`src/hdl/tmr_pkg.sv`:
```
package tmr_pkg;

  localparam int          NUM_CH     = 4;
  localparam int          ADDR_W     = 8;
  localparam int          DATA_W     = 32;

  // Word-aligned register offsets on the bus
  localparam logic [7:0]  OFS_SYS    = 8'h00;
  localparam logic [7:0]  OFS_TOGGLE = 8'h04;
  localparam logic [7:0]  OFS_ACTION = 8'h08;

  // Field positions in timer_system_control_one, and the write masks of it and the toggle register
  localparam int          SYS_EN_BIT   = 7;
  localparam int          SYS_FAST_BIT = 4;
  localparam logic [7:0]  SYS_WMASK    = 8'h90;
  localparam logic [7:0]  TOGGLE_WMASK = 8'h0f;

  // Reset values
  localparam logic [7:0]  RST_SYS    = 8'h00;
  localparam logic [7:0]  RST_TOGGLE = 8'h00;
  localparam logic [7:0]  RST_ACTION = 8'h00;
  localparam logic        RST_PIN    = 1'b0;

  // Output action encodings
  localparam logic [1:0]  ACT_DISC   = 2'b00;
  localparam logic [1:0]  ACT_TOGGLE = 2'b01;
  localparam logic [1:0]  ACT_LOW    = 2'b10;
  localparam logic [1:0]  ACT_HIGH   = 2'b11;

  localparam int          OVR_CH     = 3;

  typedef enum logic [1:0] {
    BUS_IDLE = 2'b01,
    BUS_ACK  = 2'b10
  } bus_state_e;

  typedef struct packed {
    logic       cc_sel;
    logic [1:0] action;
    logic       toggle_on_overflow;
    logic       ovr_mask;
    logic       ovr_data;
    logic       ddr;
  } chan_cfg_s;

  typedef struct packed {
    logic [3:0] chan;
    logic       counter_ovf;
    logic       accum_ovf;
    logic       accum_in;
  } flag_clr_s;

  // Mode bit at 2n+1, level bit at 2n
  function automatic logic [1:0] action_of(input logic [7:0] r, input int n);
    return r[2*n+1 -: 2];
  endfunction

endpackage

```
`src/hdl/pin_action.sv`:
```
`timescale 1ns/1ps
module pin_action (
  // Clock and reset
  input  wire logic              clk,
  input  wire logic              rst_n,
  // Configuration
  input  wire logic              run,
  input  tmr_pkg::chan_cfg_s     cfg,
  // Events
  input  wire logic              ovf,
  input  wire logic              cmp,
  input  wire logic              force_cmp,
  input  wire logic              ovr_hit,
  // Pin
  output logic                   pin_out,
  output logic                   pin_oe
);
  import tmr_pkg::*;

  logic next_pin;
  logic next_oe;

  always_comb begin
    next_pin = pin_out;
    if (run && cfg.cc_sel) begin
      if (ovr_hit) begin
        next_pin = cfg.ovr_data;
      end else if (cfg.toggle_on_overflow && ovf) begin
        next_pin = ~pin_out;
      end else if (cmp || force_cmp) begin
        case (cfg.action)
          ACT_TOGGLE: next_pin = ~pin_out;
          ACT_LOW:    next_pin = 1'b0;
          ACT_HIGH:   next_pin = 1'b1;
          default:    next_pin = pin_out;
        endcase
      end
    end
    // Timer takes the pin on a compare channel with a non-disconnect action or override mask set, or whenever ddr is set
    next_oe = (cfg.cc_sel && (cfg.action != ACT_DISC || cfg.ovr_mask)) || cfg.ddr;
  end

  always_ff @(posedge clk or negedge rst_n) begin
    if (!rst_n) begin
      pin_out <= RST_PIN;
      pin_oe  <= 1'b0;
    end else begin
      pin_out <= next_pin;
      pin_oe  <= next_oe;
    end
  end

  a_tov_toggle: assert property (@(posedge clk) disable iff (!rst_n)
    (run && cfg.cc_sel && cfg.toggle_on_overflow && ovf && !ovr_hit) |=> (pin_out != $past(pin_out)))
    else $error("overflow toggle missed");

  a_capture_ignores: assert property (@(posedge clk) disable iff (!rst_n)
    (!cfg.cc_sel) |=> (pin_out == $past(pin_out)))
    else $error("capture channel pin changed");

  a_override_wins: assert property (@(posedge clk) disable iff (!rst_n)
    (run && cfg.cc_sel && ovr_hit) |=> (pin_out == $past(cfg.ovr_data)))
    else $error("override data not taken");

  a_tov_over_force: assert property (@(posedge clk) disable iff (!rst_n)
    (run && cfg.cc_sel && cfg.toggle_on_overflow && ovf && force_cmp && !ovr_hit && cfg.action == ACT_HIGH && !pin_out)
    |=> pin_out)
    else $error("overflow toggle lost to force");

  a_action_low: assert property (@(posedge clk) disable iff (!rst_n)
    (run && cfg.cc_sel && cmp && !ovf && !ovr_hit && cfg.action == ACT_LOW) |=> !pin_out)
    else $error("clear action failed");

  a_action_disc: assert property (@(posedge clk) disable iff (!rst_n)
    (run && cfg.cc_sel && cmp && !ovf && !ovr_hit && cfg.action == ACT_DISC) |=> $stable(pin_out))
    else $error("disconnected pin changed");

  a_oe_forced: assert property (@(posedge clk) disable iff (!rst_n)
    (cfg.cc_sel && cfg.action != ACT_DISC) ##1 (cfg.cc_sel && cfg.action != ACT_DISC) |-> pin_oe)
    else $error("output enable not forced");

endmodule

```
`src/hdl/timer_ctrl.sv`:
```
// Local design decisions: the register offsets and the Wishbone slave port.
`timescale 1ns/1ps
module timer_ctrl #(
  parameter int CHANNELS = 4
) (
  // Clock and reset
  input  wire logic                         MCLK,
  input  wire logic                         RST_N,
  // Wishbone slave
  input  wire logic                         WB_CYC_I,
  input  wire logic                         WB_STB_I,
  input  wire logic                         WB_WE_I,
  input  wire logic [tmr_pkg::ADDR_W-1:0]   WB_ADR_I,
  input  wire logic [3:0]                   WB_SEL_I,
  input  wire logic [tmr_pkg::DATA_W-1:0]   WB_DAT_I,
  output logic      [tmr_pkg::DATA_W-1:0]   WB_DAT_O,
  output logic                              WB_ACK_O,
  // Timer core
  output logic                              TIMER_RUN,
  input  wire logic                         CNT_OVF,
  input  wire logic [3:0]                   CMP_EVT,
  input  wire logic [3:0]                   FORCE_CMP,
  input  wire logic [3:0]                   CC_SELECT,
  input  wire logic [3:0]                   OVR_MASK,
  input  wire logic [3:0]                   OVR_DATA,
  input  wire logic [3:0]                   PIN_DIR,
  // Register access strobes
  input  wire logic [3:0]                   CAPT_READ,
  input  wire logic [3:0]                   CMP_WRITE,
  input  wire logic                         COUNT_ACCESS,
  input  wire logic                         ACCUM_ACCESS,
  input  wire logic [3:0]                   CHAN_FLAG_W1,
  input  wire logic                         OVF_FLAG_W1,
  input  wire logic [1:0]                   ACCUM_FLAG_W1,
  // Flag clears
  output tmr_pkg::flag_clr_s                FLAG_CLR,
  // Channel pins
  output logic      [3:0]                   PIN_OUT,
  output logic      [3:0]                   PIN_OE
);
  import tmr_pkg::*;

  if (CHANNELS != NUM_CH) begin : g_bad_channels
    $error("CHANNELS must be 4");
  end

  bus_state_e             state;
  bus_state_e             next_state;
  logic [7:0]             sys_ctrl;
  logic [7:0]             next_sys_ctrl;
  logic [7:0]             toggle_en;
  logic [7:0]             next_toggle_en;
  logic [7:0]             out_action;
  logic [7:0]             next_out_action;
  logic [DATA_W-1:0]      next_dat;
  flag_clr_s              next_clr;
  logic                   req;
  logic                   wr_take;
  logic                   fast;
  logic                   run;
  chan_cfg_s [3:0]        cfg;
  logic [3:0]             ovr_hit;

  assign req       = WB_CYC_I && WB_STB_I;
  assign WB_ACK_O  = (state == BUS_ACK) && req;
  // Write lands on the edge where the master samples ack
  assign wr_take   = WB_ACK_O && WB_WE_I && WB_SEL_I[0];
  assign fast      = sys_ctrl[SYS_FAST_BIT];
  assign run       = sys_ctrl[SYS_EN_BIT];
  assign TIMER_RUN = run;

  // Bus handshake
  always_comb begin
    next_state = state;
    case (state)
      BUS_IDLE: begin
        if (req) begin
          next_state = BUS_ACK;
        end
      end
      BUS_ACK: begin
        next_state = BUS_IDLE;
      end
      default: begin
        next_state = BUS_IDLE;
      end
    endcase
  end

  // Register writes and read mux
  always_comb begin
    next_sys_ctrl   = sys_ctrl;
    next_toggle_en  = toggle_en;
    next_out_action = out_action;
    next_dat        = WB_DAT_O;
    if (wr_take) begin
      if (WB_ADR_I == OFS_SYS) begin
        next_sys_ctrl = WB_DAT_I[7:0] & SYS_WMASK;
      end else if (WB_ADR_I == OFS_TOGGLE) begin
        next_toggle_en = WB_DAT_I[7:0] & TOGGLE_WMASK;
      end else if (WB_ADR_I == OFS_ACTION) begin
        next_out_action = WB_DAT_I[7:0];
      end
    end
    if (state == BUS_IDLE && req) begin
      if (WB_ADR_I == OFS_SYS) begin
        next_dat = {24'h000000, sys_ctrl};
      end else if (WB_ADR_I == OFS_TOGGLE) begin
        next_dat = {24'h000000, toggle_en};
      end else if (WB_ADR_I == OFS_ACTION) begin
        next_dat = {24'h000000, out_action};
      end else begin
        next_dat = 32'h00000000;
      end
    end
  end

  always_ff @(posedge MCLK or negedge RST_N) begin
    if (!RST_N) begin
      state      <= BUS_IDLE;
      sys_ctrl   <= RST_SYS;
      toggle_en  <= RST_TOGGLE;
      out_action <= RST_ACTION;
      WB_DAT_O   <= 32'h00000000;
    end else begin
      state      <= next_state;
      sys_ctrl   <= next_sys_ctrl;
      toggle_en  <= next_toggle_en;
      out_action <= next_out_action;
      WB_DAT_O   <= next_dat;
    end
  end

  // Flag clear selection
  always_comb begin
    if (fast) begin
      next_clr.chan        = CAPT_READ | CMP_WRITE;
      next_clr.counter_ovf = COUNT_ACCESS;
      next_clr.accum_ovf   = ACCUM_ACCESS;
      next_clr.accum_in    = ACCUM_ACCESS;
    end else begin
      next_clr.chan        = CHAN_FLAG_W1;
      next_clr.counter_ovf = OVF_FLAG_W1;
      next_clr.accum_ovf   = ACCUM_FLAG_W1[1];
      next_clr.accum_in    = ACCUM_FLAG_W1[0];
    end
  end

  always_ff @(posedge MCLK or negedge RST_N) begin
    if (!RST_N) begin
      FLAG_CLR <= '0;
    end else begin
      FLAG_CLR <= next_clr;
    end
  end

  // Per-channel pin control; one process so each vector has a single driver
  always_comb begin
    for (int n = 0; n < NUM_CH; n++) begin
      cfg[n].cc_sel   = CC_SELECT[n];
      cfg[n].action   = action_of(out_action, n);
      cfg[n].toggle_on_overflow      = toggle_en[n];
      cfg[n].ovr_mask = OVR_MASK[n];
      cfg[n].ovr_data = OVR_DATA[n];
      cfg[n].ddr      = PIN_DIR[n];
      ovr_hit[n]      = CMP_EVT[OVR_CH] && CC_SELECT[OVR_CH] && OVR_MASK[n];
    end
  end

  for (genvar n = 0; n < NUM_CH; n++) begin : g_chan
    pin_action u_pin (
      .clk       (MCLK),
      .rst_n     (RST_N),
      .run       (run),
      .cfg       (cfg[n]),
      .ovf       (CNT_OVF),
      .cmp       (CMP_EVT[n]),
      .force_cmp (FORCE_CMP[n]),
      .ovr_hit   (ovr_hit[n]),
      .pin_out   (PIN_OUT[n]),
      .pin_oe    (PIN_OE[n])
    );
  end

  a_ack_single: assert property (@(posedge MCLK) disable iff (!RST_N)
    WB_ACK_O |=> !WB_ACK_O)
    else $error("ack held longer than one cycle");

  a_ack_latency: assert property (@(posedge MCLK) disable iff (!RST_N)
    (req && !WB_ACK_O && state == BUS_IDLE) ##1 req |-> WB_ACK_O)
    else $error("ack not one cycle after request");

  a_enable_stop: assert property (@(posedge MCLK) disable iff (!RST_N)
    (wr_take && WB_ADR_I == OFS_SYS && !WB_DAT_I[SYS_EN_BIT]) |=> !TIMER_RUN)
    else $error("timer not stopped by enable clear");

  a_enable_start: assert property (@(posedge MCLK) disable iff (!RST_N)
    (wr_take && WB_ADR_I == OFS_SYS && WB_DAT_I[SYS_EN_BIT]) |=> TIMER_RUN [*1] ##1 (TIMER_RUN || WB_ACK_O))
    else $error("timer not started by enable set");

  a_fast_chan: assert property (@(posedge MCLK) disable iff (!RST_N)
    (fast && (CAPT_READ | CMP_WRITE) != 4'h0) |=> FLAG_CLR.chan == ($past(CAPT_READ) | $past(CMP_WRITE)))
    else $error("fast channel clear wrong");

  a_fast_count: assert property (@(posedge MCLK) disable iff (!RST_N)
    (fast && COUNT_ACCESS) |=> FLAG_CLR.counter_ovf)
    else $error("counter access did not clear overflow");

  a_fast_accum: assert property (@(posedge MCLK) disable iff (!RST_N)
    (fast && ACCUM_ACCESS) |=> (FLAG_CLR.accum_ovf && FLAG_CLR.accum_in))
    else $error("accumulator access did not clear flags");

  a_w1c_blocked: assert property (@(posedge MCLK) disable iff (!RST_N)
    (fast && !COUNT_ACCESS && OVF_FLAG_W1) |=> !FLAG_CLR.counter_ovf)
    else $error("write-one cleared under fast clear");

  a_w1c_normal: assert property (@(posedge MCLK) disable iff (!RST_N)
    (!fast) |=> (FLAG_CLR.chan == $past(CHAN_FLAG_W1) && FLAG_CLR.accum_in == $past(ACCUM_FLAG_W1[0])))
    else $error("write-one clear not passed");

  a_reserved_zero: assert property (@(posedge MCLK) disable iff (!RST_N)
    (WB_ACK_O && !WB_WE_I && WB_ADR_I == OFS_SYS) |-> (WB_DAT_O[6:5] == 2'b00 && WB_DAT_O[3:0] == 4'h0))
    else $error("reserved control bits nonzero");

  a_reg_hold: assert property (@(posedge MCLK) disable iff (!RST_N)
    !wr_take |=> $stable(TIMER_RUN))
    else $error("enable changed without a write");

  a_read_run: assert property (@(posedge MCLK) disable iff (!RST_N)
    (WB_ACK_O && !WB_WE_I && WB_ADR_I == OFS_SYS) |-> (WB_DAT_O[SYS_EN_BIT] == TIMER_RUN))
    else $error("enable bit read back wrong");

  a_stop_holds_pins: assert property (@(posedge MCLK) disable iff (!RST_N)
    !TIMER_RUN |=> $stable(PIN_OUT))
    else $error("pins moved while timer stopped");

  a_fast_bit_write: assert property (@(posedge MCLK) disable iff (!RST_N)
    (wr_take && WB_ADR_I == OFS_SYS) |=> (fast == $past(WB_DAT_I[SYS_FAST_BIT])))
    else $error("fast clear bit not written");

  a_fast_chan_zero: assert property (@(posedge MCLK) disable iff (!RST_N)
    (fast && CAPT_READ == 4'h0 && CMP_WRITE == 4'h0) |=> (FLAG_CLR.chan == 4'h0))
    else $error("channel clear without access");

  a_fast_accum_idle: assert property (@(posedge MCLK) disable iff (!RST_N)
    (fast && !ACCUM_ACCESS) |=> (!FLAG_CLR.accum_ovf && !FLAG_CLR.accum_in))
    else $error("accumulator clear without access");

  a_accum_pair: assert property (@(posedge MCLK) disable iff (!RST_N)
    fast |=> (FLAG_CLR.accum_ovf == FLAG_CLR.accum_in))
    else $error("accumulator flags cleared apart");

  a_w1c_ovf_normal: assert property (@(posedge MCLK) disable iff (!RST_N)
    !fast |=> (FLAG_CLR.counter_ovf == $past(OVF_FLAG_W1)))
    else $error("overflow write-one clear not passed");

  a_w1c_accovf: assert property (@(posedge MCLK) disable iff (!RST_N)
    !fast |=> (FLAG_CLR.accum_ovf == $past(ACCUM_FLAG_W1[1])))
    else $error("accumulator overflow write-one clear not passed");

  a_slow_count_access: assert property (@(posedge MCLK) disable iff (!RST_N)
    (!fast && COUNT_ACCESS && !OVF_FLAG_W1) |=> !FLAG_CLR.counter_ovf)
    else $error("counter access cleared overflow with fast clear off");

  a_slow_accum_access: assert property (@(posedge MCLK) disable iff (!RST_N)
    (!fast && ACCUM_ACCESS && ACCUM_FLAG_W1 == 2'b00) |=> !FLAG_CLR.accum_ovf)
    else $error("accumulator access cleared flag with fast clear off");

  a_override_pin0: assert property (@(posedge MCLK) disable iff (!RST_N)
    (TIMER_RUN && CMP_EVT[OVR_CH] && CC_SELECT[OVR_CH] && CC_SELECT[0] && OVR_MASK[0])
    |=> (PIN_OUT[0] == $past(OVR_DATA[0])))
    else $error("channel 0 override not taken");

  a_capture_pin1: assert property (@(posedge MCLK) disable iff (!RST_N)
    !CC_SELECT[1] |=> $stable(PIN_OUT[1]))
    else $error("capture channel 1 pin changed");

  a_oe_dir: assert property (@(posedge MCLK) disable iff (!RST_N)
    PIN_DIR[0] ##1 PIN_DIR[0] |-> PIN_OE[0])
    else $error("direction bit not honoured");

  a_oe_mask: assert property (@(posedge MCLK) disable iff (!RST_N)
    (CC_SELECT[OVR_CH] && OVR_MASK[OVR_CH]) ##1 (CC_SELECT[OVR_CH] && OVR_MASK[OVR_CH]) |-> PIN_OE[OVR_CH])
    else $error("override mask did not drive pin");

  a_oe_release: assert property (@(posedge MCLK) disable iff (!RST_N)
    (!CC_SELECT[0] && !PIN_DIR[0]) ##1 (!CC_SELECT[0] && !PIN_DIR[0]) |-> !PIN_OE[0])
    else $error("capture pin still driven");

  a_unmapped_zero: assert property (@(posedge MCLK) disable iff (!RST_N)
    (WB_ACK_O && !WB_WE_I && WB_ADR_I != OFS_SYS && WB_ADR_I != OFS_TOGGLE && WB_ADR_I != OFS_ACTION)
    |-> (WB_DAT_O == '0))
    else $error("unmapped read nonzero");

  a_toggle_rsv: assert property (@(posedge MCLK) disable iff (!RST_N)
    (WB_ACK_O && !WB_WE_I && WB_ADR_I == OFS_TOGGLE) |-> (WB_DAT_O[DATA_W-1:NUM_CH] == '0))
    else $error("reserved toggle bits nonzero");

endmodule

```
`config.mk`:
```
export PLATFORM = sky130hd
export DESIGN_NAME = timer_ctrl
export DESIGN_NICKNAME = d
export VERILOG_FILES = /design/src/hdl/tmr_pkg.sv /design/src/hdl/pin_action.sv /design/src/hdl/timer_ctrl.sv
export SDC_FILE = /design/constraint.sdc
export NUM_CORES = 1
export LEC_CHECK = 0
export BUFFER_PORTS_ARGS = -buffer_cell sky130_fd_sc_hd__buf_2
export CAP_MARGIN = 40
export CORE_ASPECT_RATIO = 0.8
export CORE_MARGIN = 3
export CORE_UTILIZATION = 42
export DETAILED_ROUTE_END_ITERATION = 7
export PLACE_DENSITY = 0.81
export SLEW_MARGIN = 5
export SYNTH_ARGS = -nofsm -noshare
export SYNTH_HDL_FRONTEND = slang
export SYNTH_HIERARCHICAL = 1
export SYNTH_SLANG_ARGS = --single-unit
```
`constraint.sdc`:
```
create_clock -name MCLK -period 1.85 [get_ports MCLK]
set_input_delay 0.37 -clock MCLK [delete_from_list [all_inputs] [get_ports MCLK]]
set_output_delay 0.37 -clock MCLK [all_outputs]
set_load 0.01 [all_outputs]
```
### Word level (Yosys, flattened, before mapping)

Cells that the tools add are included.

| cells by class | value |
|---|---|
| bitwise logic cells | 7 |
| equality and inequality tests | 17 |
| muxes and demuxes | 22 |
| reductions and logical operators | 54 |

Operators by type and width:

| cell | number |
|---|---|
| 8-bit two-way mux | 3 |
| 1-bit logical AND | 22 |
| 5-bit nonzero test | 4 |
| 2-bit == test, second input constant | 9 |
| 3-bit AND reduction | 5 |
| 1-bit logical OR | 12 |
| 1-bit two-way mux | 12 |
| 1-bit one-hot mux with 3 select lines | 4 |
| 3-bit nonzero test | 4 |
| 2-bit by 1-bit == test with 1-bit output, second input constant | 5 |
| 8-bit by 3-bit == test with 1-bit output, second input constant | 1 |
| 8-bit by 4-bit == test with 1-bit output, second input constant | 1 |
| 8-bit zero test | 1 |
| 2-bit nonzero test | 4 |
| 7-bit two-way mux | 1 |
| 1-bit inverter | 6 |
| 2-bit two-way mux | 2 |
| 4-bit OR | 1 |
| 4-bit AND reduction | 1 |
| 2-bit inequality test, second input constant | 1 |
| 2-bit AND reduction | 1 |

| storage, ports and cells | value |
|---|---|
| logic and storage cells | 117 |
| flip-flop bits (word level) | 63 |
| input bits | 91 |

### Logic depth before layout (Yosys ltp)

Gate-level depths: netlist (run 1).

| logic depth | value |
|---|---|
| depth in word-level cells | 5 |
| mapped depth | 4 |
| gate-level depth less buffers | 4 |

### Modules after synthesis

The synthesis (run 1) kept the hierarchy.

Modules (own cells, without submodules):

| module | area each (um^2) | cells each | sequential area each (um^2) | times used |
|---|---|---|---|---|
| timer_ctrl | 1527.7 | 139 | 777.0 | 1 |
| pin_action | 140.1 | 14 | 50.0 | 4 |

### Worst setup path after synthesis (run 1)

OpenSTA, ideal clock, no wires.

| path | value |
|---|---|
| kind | input -> register |
| from | input WB_ADR_I[5] in the netlist's numbering |
| to | register out_action[0] |
| library setup time | 125 ps |
| required time | 1725 ps |
| arrival | 1776 ps |
| path slack | -51 ps |
| stages on the path | 3 |
| cells stage by stage | or4_4 > nor4_4 > mux2_2 |

| between the ends | value |
|---|---|
| word-level cells in the longest chain between the ends | 3 |

Ends and longest elaborated chain:

| what | line | RTL |
|---|---|---|
| start, declared | timer_ctrl.sv:13 | `input wire logic [tmr_pkg::ADDR_W-1:0] WB_ADR_I,` |
| 8-bit by 3-bit == test with 1-bit output / 8-bit zero test (equally long branches) | timer_ctrl.sv:99, timer_ctrl.sv:97 |  |
| 1-bit inverter (no source line) | - |  |
| 4-bit AND reduction (no source line) * | - |  |
| end signal, assigned | timer_ctrl.sv:129 | `out_action <= next_out_action;` |
| end, declared | timer_ctrl.sv:53 | `logic [7:0] out_action;` |

Mark *: on every way between the ends. The rest lies on a longest branch, timed or not.
A chain may end at the register's enable or synchronous reset.

### Worst setup path after layout (run 1)

| path | value |
|---|---|
| from | input WB_ADR_I[5] in the netlist's numbering |
| to | register sys_ctrl[4] |

| between the ends | value |
|---|---|
| word-level cells in the longest chain between the ends | 2 |

Ends and longest elaborated chain:

| what | line | RTL |
|---|---|---|
| 8-bit zero test | timer_ctrl.sv:97 | `if (WB_ADR_I == OFS_SYS) begin` |
| 2-bit AND reduction (no source line) | - |  |
| end signal, assigned | timer_ctrl.sv:127 | `sys_ctrl <= next_sys_ctrl;` |
| end, declared | timer_ctrl.sv:49 | `logic [7:0] sys_ctrl;` |

No other way between the ends.

==> impl_metrics.env, run 1 <==
export IMPL_vias=1830
export IMPL_path_clk_slew_ps=70
export IMPL_grt_max_degree=23
export IMPL_postCtsHoldBufs=0
export IMPL_crit_family="simple AND/OR/NAND/NOR gates"
export IMPL_nets=389
export IMPL_cp_num_cells=5
export IMPL_core_area_um2=4679
export IMPL_synth_most_common_cell="dfrtp_1"
export IMPL_synth_area_um2=2088
export IMPL_cp_start_kind="primary input"
export IMPL_antenna_found_initial=0
export IMPL_grt_overflow_total=0
export IMPL_dieWidth_um=84.84
export IMPL_via_per_inst=5.097
export IMPL_fin_util_pct=57.38
export IMPL_worstSetupStartpoint="WB_ADR_I[5]"
export IMPL_cts_sinks=39
export IMPL_drive_gt1_share_pct=44.82
export IMPL_cts_tree="yes"
export IMPL_ys_flop_type="dfrtp_1"
export IMPL_routabilityCongestion=0.8010
export IMPL_syn_instance_count=195
export IMPL_grtUsageTotal_pct=17.37
export IMPL_grt_pass1_wl_um=8059
export IMPL_crit_path_top_delay_cell="or4_4"
export IMPL_root_buffer="clkbuf_8"
export IMPL_syn2layout_area_growth_pct=28.58
export IMPL_die_area_um2=5860
export IMPL_rsz0062_at_grt="false"
export IMPL_setup_viol=0
export IMPL_vdd_drop_max_mv=0.5036
export IMPL_drv_cap=0
export IMPL_min_path_type="primary input to asynchronous set/reset pin"
export IMPL_max_freq_mhz=576.9
export IMPL_crit_end="sys_ctrl[4]$_DFFE_PN0P_"
export IMPL_synth_cell_types=32
export IMPL_synth_top_cell_by_area="dfrtp_1"
export IMPL_status="finished clean"
export IMPL_hpwlAfterDp_um=4113
export IMPL_r2r_start="state[0]$_DFFE_PN1P_"
export IMPL_yosysTopAreaCellShare_pct=45.54
export IMPL_synth_top_cells_by_count="38 x dfrtp_1, 24 x buf_4, 15 x mux2_2, 15 x nand2_1"
export IMPL_grt_pass1_vias=1701
export IMPL_path_max_fanout=3
export IMPL_path_cells="buf_2 > or4_4 > nor4_2 > buf_4 > mux2_2"
export IMPL_antenna_cells=0
export IMPL_clk_path_buf_depth=2
export IMPL_async_reset_ff_share_pct=100.0
export IMPL_power_leakage_nw=1.386
export IMPL_fillers=413
export IMPL_drt_pre_antenna_iters=4
export IMPL_seq_area_um2=977.2
export IMPL_avgSynthCellArea_um2=10.71
export IMPL_portBuffers=88
export IMPL_cpPeakStageDelay_ps=590
export IMPL_htree_levels=2
export IMPL_power_density_nw_per_um2=607.9
export IMPL_cts_buffers=5
export IMPL_path_buf_inv=2
export IMPL_skew_ps=5.856
export IMPL_num_rows=22
export IMPL_period_minus_slack_ps=1733
export IMPL_ff2ff_setup_slack_ps=130
export IMPL_cp_arrival_ps=1900
export IMPL_drt_iter0_drc=105
export IMPL_reg2reg_depth=5
export IMPL_hold_violations=0
export IMPL_dpl_cell_area_um2=2582
export IMPL_die_height_um=69.07
export IMPL_ys_warn_count=6
export IMPL_wire_per_inst_um=14.45
export IMPL_layout_worst_path_cycle_share_pct=93.70
export IMPL_start_util_pct=44.63
export IMPL_drt_total_wl_um=5189
export IMPL_whs_ps=19.80
export IMPL_drc=0
export IMPL_reg2reg_to="out_action[0]$_DFFE_PN0P_"
export IMPL_multiInputGateArea_um2=978.4
export IMPL_insertion_delay_ps=290
export IMPL_synth_edf_count=0
export IMPL_antenna_left=0
export IMPL_yosys_top_cells_area="dfrtp_1 46%, buf_4 8.6%, mux2_2 8.1%, a21oi_1 2.9%, mux2i_1 2.9%"
export IMPL_maxSlewViolCount=0
export IMPL_cp_end_kind="flip-flop"
export IMPL_crit_type="primary input to flip-flop"
export IMPL_postLayoutCellArea_um2=2685
export IMPL_ios=140
export IMPL_seq_area_frac_synth_pct=46.79
export IMPL_synth_seq_cells=39
export IMPL_cp_data_required_time_ps=2020
==> metrics by stage <==
| stage | power, mW | instances | TNS (ps) | setup WS, ps |
|---|---|---|---|---|
| global route | 1.706 | 359 | 0 | 62.13 |
| CTS | 1.643 | 357 | 0 | 25.86 |
| floorplan | 1.000 | 218 | -70.93 | -8.866 |
| global placement | 1.089 | 349 | -1922 | -229.5 |
| finish | 1.632 | 359 | 0 | 116.6 |
| detailed placement | 1.094 | 349 | -2321 | -228.8 |
==> cell usage in the layout, fill, tap and decap left out, drive strengths merged, types with 5 or more instances in the layout <==
cell type	n
mux2i	6
clkbuf	7
conb	24
dfrtp	38
buf	99
nor2	12
o31ai	6
inv	10
a21oi	12
nand2	15
mux2	15
nand4	5
==> registers in the layout, summed over array words and instances (netlist names) <==
register / cells
toggle_en: 4
FLAG_CLR: 7
state: 2
out_action: 8
WB_DAT_O: 8
g_chan.u_pin/pin_oe: 4
sys_ctrl: 2
g_chan.u_pin/pin_out: 4
==> where the power goes <==
part | leakage (nW) | total, mW | switching [mW] | internal, mW
combinational | 0.831 | 0.205 | 0.118 | 0.0875
clock | 0.0422 | 0.554 | 0.289 | 0.265
sequential | 0.513 | 0.873 | 0.00468 | 0.869
total | 1.39 | 1.63 | 0.411 | 1.22
==> final cells by class <==
class                   count  area share [%]
well taps                  60           2.796
clock inverters             1          0.1864
repair buffers             99           19.94
multi-input cells         143           36.44
inverters                  10           1.398
clock buffers               7           2.842
flip-flops and latches     39           36.39
==> per-layer routing <==
layer	vias up	GRT usage, %	wire length (µm)
met4	0	5.272	78
met5	-	0	0
met1	884	23.46	2267
li1	865	-	-
met3	9	5.018	353
met2	72	27.02	2489
==> what timing repair did <==
item | CTS | global route
endpoints found under the setup margin | 0 | 10
gates resized for setup | 0 | 1
setup buffers | 0 | 2
==> worst min path at each step <==
| stage | endpoint | cells after the start |
|---|---|---|
| after floorplan | FLAG_CLR[0]$_DFF_PN0_ | 0 |
| after global placement | g_chan[1].u_pin/pin_oe$_DFF_PN0_ | 1 |
| after detailed placement | g_chan[1].u_pin/pin_oe$_DFF_PN0_ | 1 |
| after CTS | g_chan[1].u_pin/pin_out$_DFFE_PN0P_ | 1 |
| after global routing | g_chan[1].u_pin/pin_out$_DFFE_PN0P_ | 1 |
| final | g_chan[1].u_pin/pin_oe$_DFF_PN0_ | 1 |
==> logic make-up (layout without fill, tap and decap cells) <==
family	count (synthesis)	after routing	synth area share (%)
AO/OA/AOI/OAI	42	42	15.34
multiplexers	21	21	10.96
AND/OR/NAND/NOR	56	56	15.94
flip-flops	39	39	46.79
buffers and inverters	36	117	10.79
other	1	24	0.1796
Power figures use the tool's default switching activity.
==> inputs of run 2 (changes only) <==
==> constraint.sdc (replaced) <==
create_clock -name MCLK -period 1.85 [get_ports MCLK]
set_input_delay 0 -clock MCLK [delete_from_list [all_inputs] [get_ports MCLK]]
set_output_delay 0 -clock MCLK [all_outputs]
set_load 0.01 [all_outputs]
==> run 2 against run 1 <==
Sequential share of layout area shrank 3.9 points. Clock power is 49% higher. Sequential power is essentially flat. Global-route usage up 1.9 points. Clock skew decreased by 2.1 ps. Core utilization grew 6.8 points. Largest power group unchanged. Critical path type is now flip-flop to flip-flop. Count of clock-buffer cells in the layout shrank 1. Die area unchanged. Worst hold slack better by 22 ps.
==> impl_metrics.env, run 2 (synthesis gave the netlist of run 1 again) <==
export IMPL_grt_pass1_wl_um=9121
export IMPL_cp_data_required_time_ps=2020
export IMPL_clk_path_buf_depth=2
export IMPL_multiInputGateArea_um2=978.4
export IMPL_period_minus_slack_ps=1652
export IMPL_power_density_nw_per_um2=649.6
export IMPL_swShare_pct=21.42
export IMPL_power_net_switching_mw=0.4181
export IMPL_r2r_start="state[0]$_DFFE_PN1P_"
export IMPL_path_clk_slew_ps=70
export IMPL_drt_iter0_drc=85
export IMPL_cts_tree="yes"
export IMPL_cts_sinks=39
export IMPL_seq_area_um2=977.2
export IMPL_drt_total_wl_um=5434
export IMPL_root_buffer="clkbuf_8"
export IMPL_dieWidth_um=84.84
export IMPL_path_max_fanout=4
export IMPL_status="finished clean"
export IMPL_grt_max_degree=25
export IMPL_htree_levels=2
export IMPL_cp_start_kind="flip-flop"
export IMPL_crit_type="flip-flop to flip-flop"
export IMPL_whs_ps=41.34
export IMPL_drt_pre_antenna_iters=4
export IMPL_cp_end_kind="flip-flop"
export IMPL_cp_common_cell="buf_4"
export IMPL_min_path_type="primary input to flip-flop"
export IMPL_ios=140
export IMPL_routabilityCongestion=0.7989
export IMPL_hold_violations=0
export IMPL_reg2reg_depth=5
export IMPL_drive_gt1_share_pct=40.18
export IMPL_drc=0
export IMPL_finalSetupTns_ps=0
export IMPL_worstSetupStartpoint="state[0]$_DFFE_PN1P_"
export IMPL_die_area_um2=5860
export IMPL_layout_common_cells="88 x buf_2, 38 x dfrtp_1, 31 x dlygate4sd3_1"
export IMPL_antenna_found_initial=0
export IMPL_cp_arrival_ps=1820
export IMPL_cpPeakStageDelay_ps=370
export IMPL_rsz0062_at_grt="false"
export IMPL_layout_worst_path_cycle_share_pct=89.32
export IMPL_wire_per_inst_um=14.08
export IMPL_die_height_um=69.07
export IMPL_hpwlAfterDp_um=4136
export IMPL_crit_path_top_delay_cell="dfstp_2"
export IMPL_core_area_um2=4679
export IMPL_max_freq_mhz=605.2
export IMPL_p_clk_share_pct=42.4
export IMPL_portBuffers=88
export IMPL_nets=416
export IMPL_pwr_share_seq_pct=44.8
export IMPL_num_rows=22
export IMPL_reg2reg_to="sys_ctrl[7]$_DFFE_PN0P_"
export IMPL_power_internal_mw=1.533
export IMPL_drv_cap=0
export IMPL_antenna_left=0
export IMPL_min_to="g_chan[3].u_pin/pin_out$_DFFE_PN0P_"
export IMPL_comb_power_share_pct=12.9
export IMPL_insertion_delay_ps=280
export IMPL_skew_ps=3.793
export IMPL_vdd_drop_max_mv=0.4739
export IMPL_power_leakage_nw=1.512
export IMPL_via_per_inst=4.904
export IMPL_path_cells="nand4b_1 > buf_4 > nor4_2 > buf_4 > mux2_2"
export IMPL_vias=1893
export IMPL_grt_overflow_total=0
export IMPL_syn2layout_area_growth_pct=43.86
export IMPL_top_regs="WB_DAT_O: 8 flops, out_action: 8 flops, FLAG_CLR: 7 flops"
export IMPL_final_common_cell="buf_2"
export IMPL_hold_depth=3
export IMPL_start_util_pct=44.63
export IMPL_antenna_cells=0
export IMPL_setup_viol=0
export IMPL_fillers=411
export IMPL_cts_buffers=5
export IMPL_ff2ff_setup_slack_ps=200
export IMPL_grtUsageTotal_pct=19.30
export IMPL_hold_start="OVR_DATA[3]"
export IMPL_grt_pass1_vias=2020
export IMPL_maxSlewViolCount=0
## run 2: repair_timing
action,4_1_cts,5_1_grt
hold endpoints to repair,40,0
resized for setup,0,1
hold buffers,31,0
setup buffers,0,1
setup endpoints to repair,0,3
## run 2: worst max-delay path by stage
stage               cells after the start  slack, ps                        end
detailed placement                      4        100  out_action[3]$_DFFE_PN0P_
finish                                  5        200    sys_ctrl[7]$_DFFE_PN0P_
floorplan                               3        160  out_action[0]$_DFFE_PN0P_
CTS                                     4         80    sys_ctrl[7]$_DFFE_PN0P_
global route                            5        130  out_action[3]$_DFFE_PN0P_
global placement                        4        130    sys_ctrl[4]$_DFFE_PN0P_
## run 2: layout make-up
| class | instances | share of cell area (%) |
|---|---|---|
| inverter | 10 | 1.249 |
| sequential | 39 | 32.53 |
| clock buffer | 6 | 2.416 |
| clock inverter | 2 | 1.999 |
| multi-input combinational | 143 | 32.57 |
| tap | 60 | 2.499 |
| timing repair buffer | 126 | 26.74 |
## run 2: critical path, delay by kind of cell (launching register included)
kind | cells | cell delay (ps)
multiplexers | 1 | 330
buffers and inverters | 2 | 350
flip-flops | 1 | 370
AND/OR/NAND/NOR | 2 | 490
## run 2: through the flow
stage                     instances  worst slack (ps)  power, mW  cell area (µm²)  utilization (%)
after floorplan                 218             156.0      1.000             2175                -
after global placement          346             128.2      1.083             2547            54.44
after detailed placement        346             102.1      1.088             2547            54.44
after CTS                       385             81.96      1.969             2990            63.90
after global routing            386             130.6      2.038             3004            64.20
final                           386             197.6      1.952             3004            64.20
## run 2: layer usage
metal  global-route usage, %  up-vias  wire length (µm)
met3                   5.018        8               338
met4                   6.151        0                85
met5                       0        -                 0
met2                   31.97       61              2739
met1                   24.60      909              2271
li1                        -      915                 -
## run 2: power groups by stage
stage	Clock [mW]	Sequential, mW	Combinational (mW)
2_1_floorplan	0	0.898	0.103
3_3_place_gp	0	0.889	0.193
3_5_place_dp	0	0.890	0.198
4_1_cts	0.847	0.873	0.249
5_1_grt	0.883	0.875	0.280
6_report	0.827	0.873	0.251
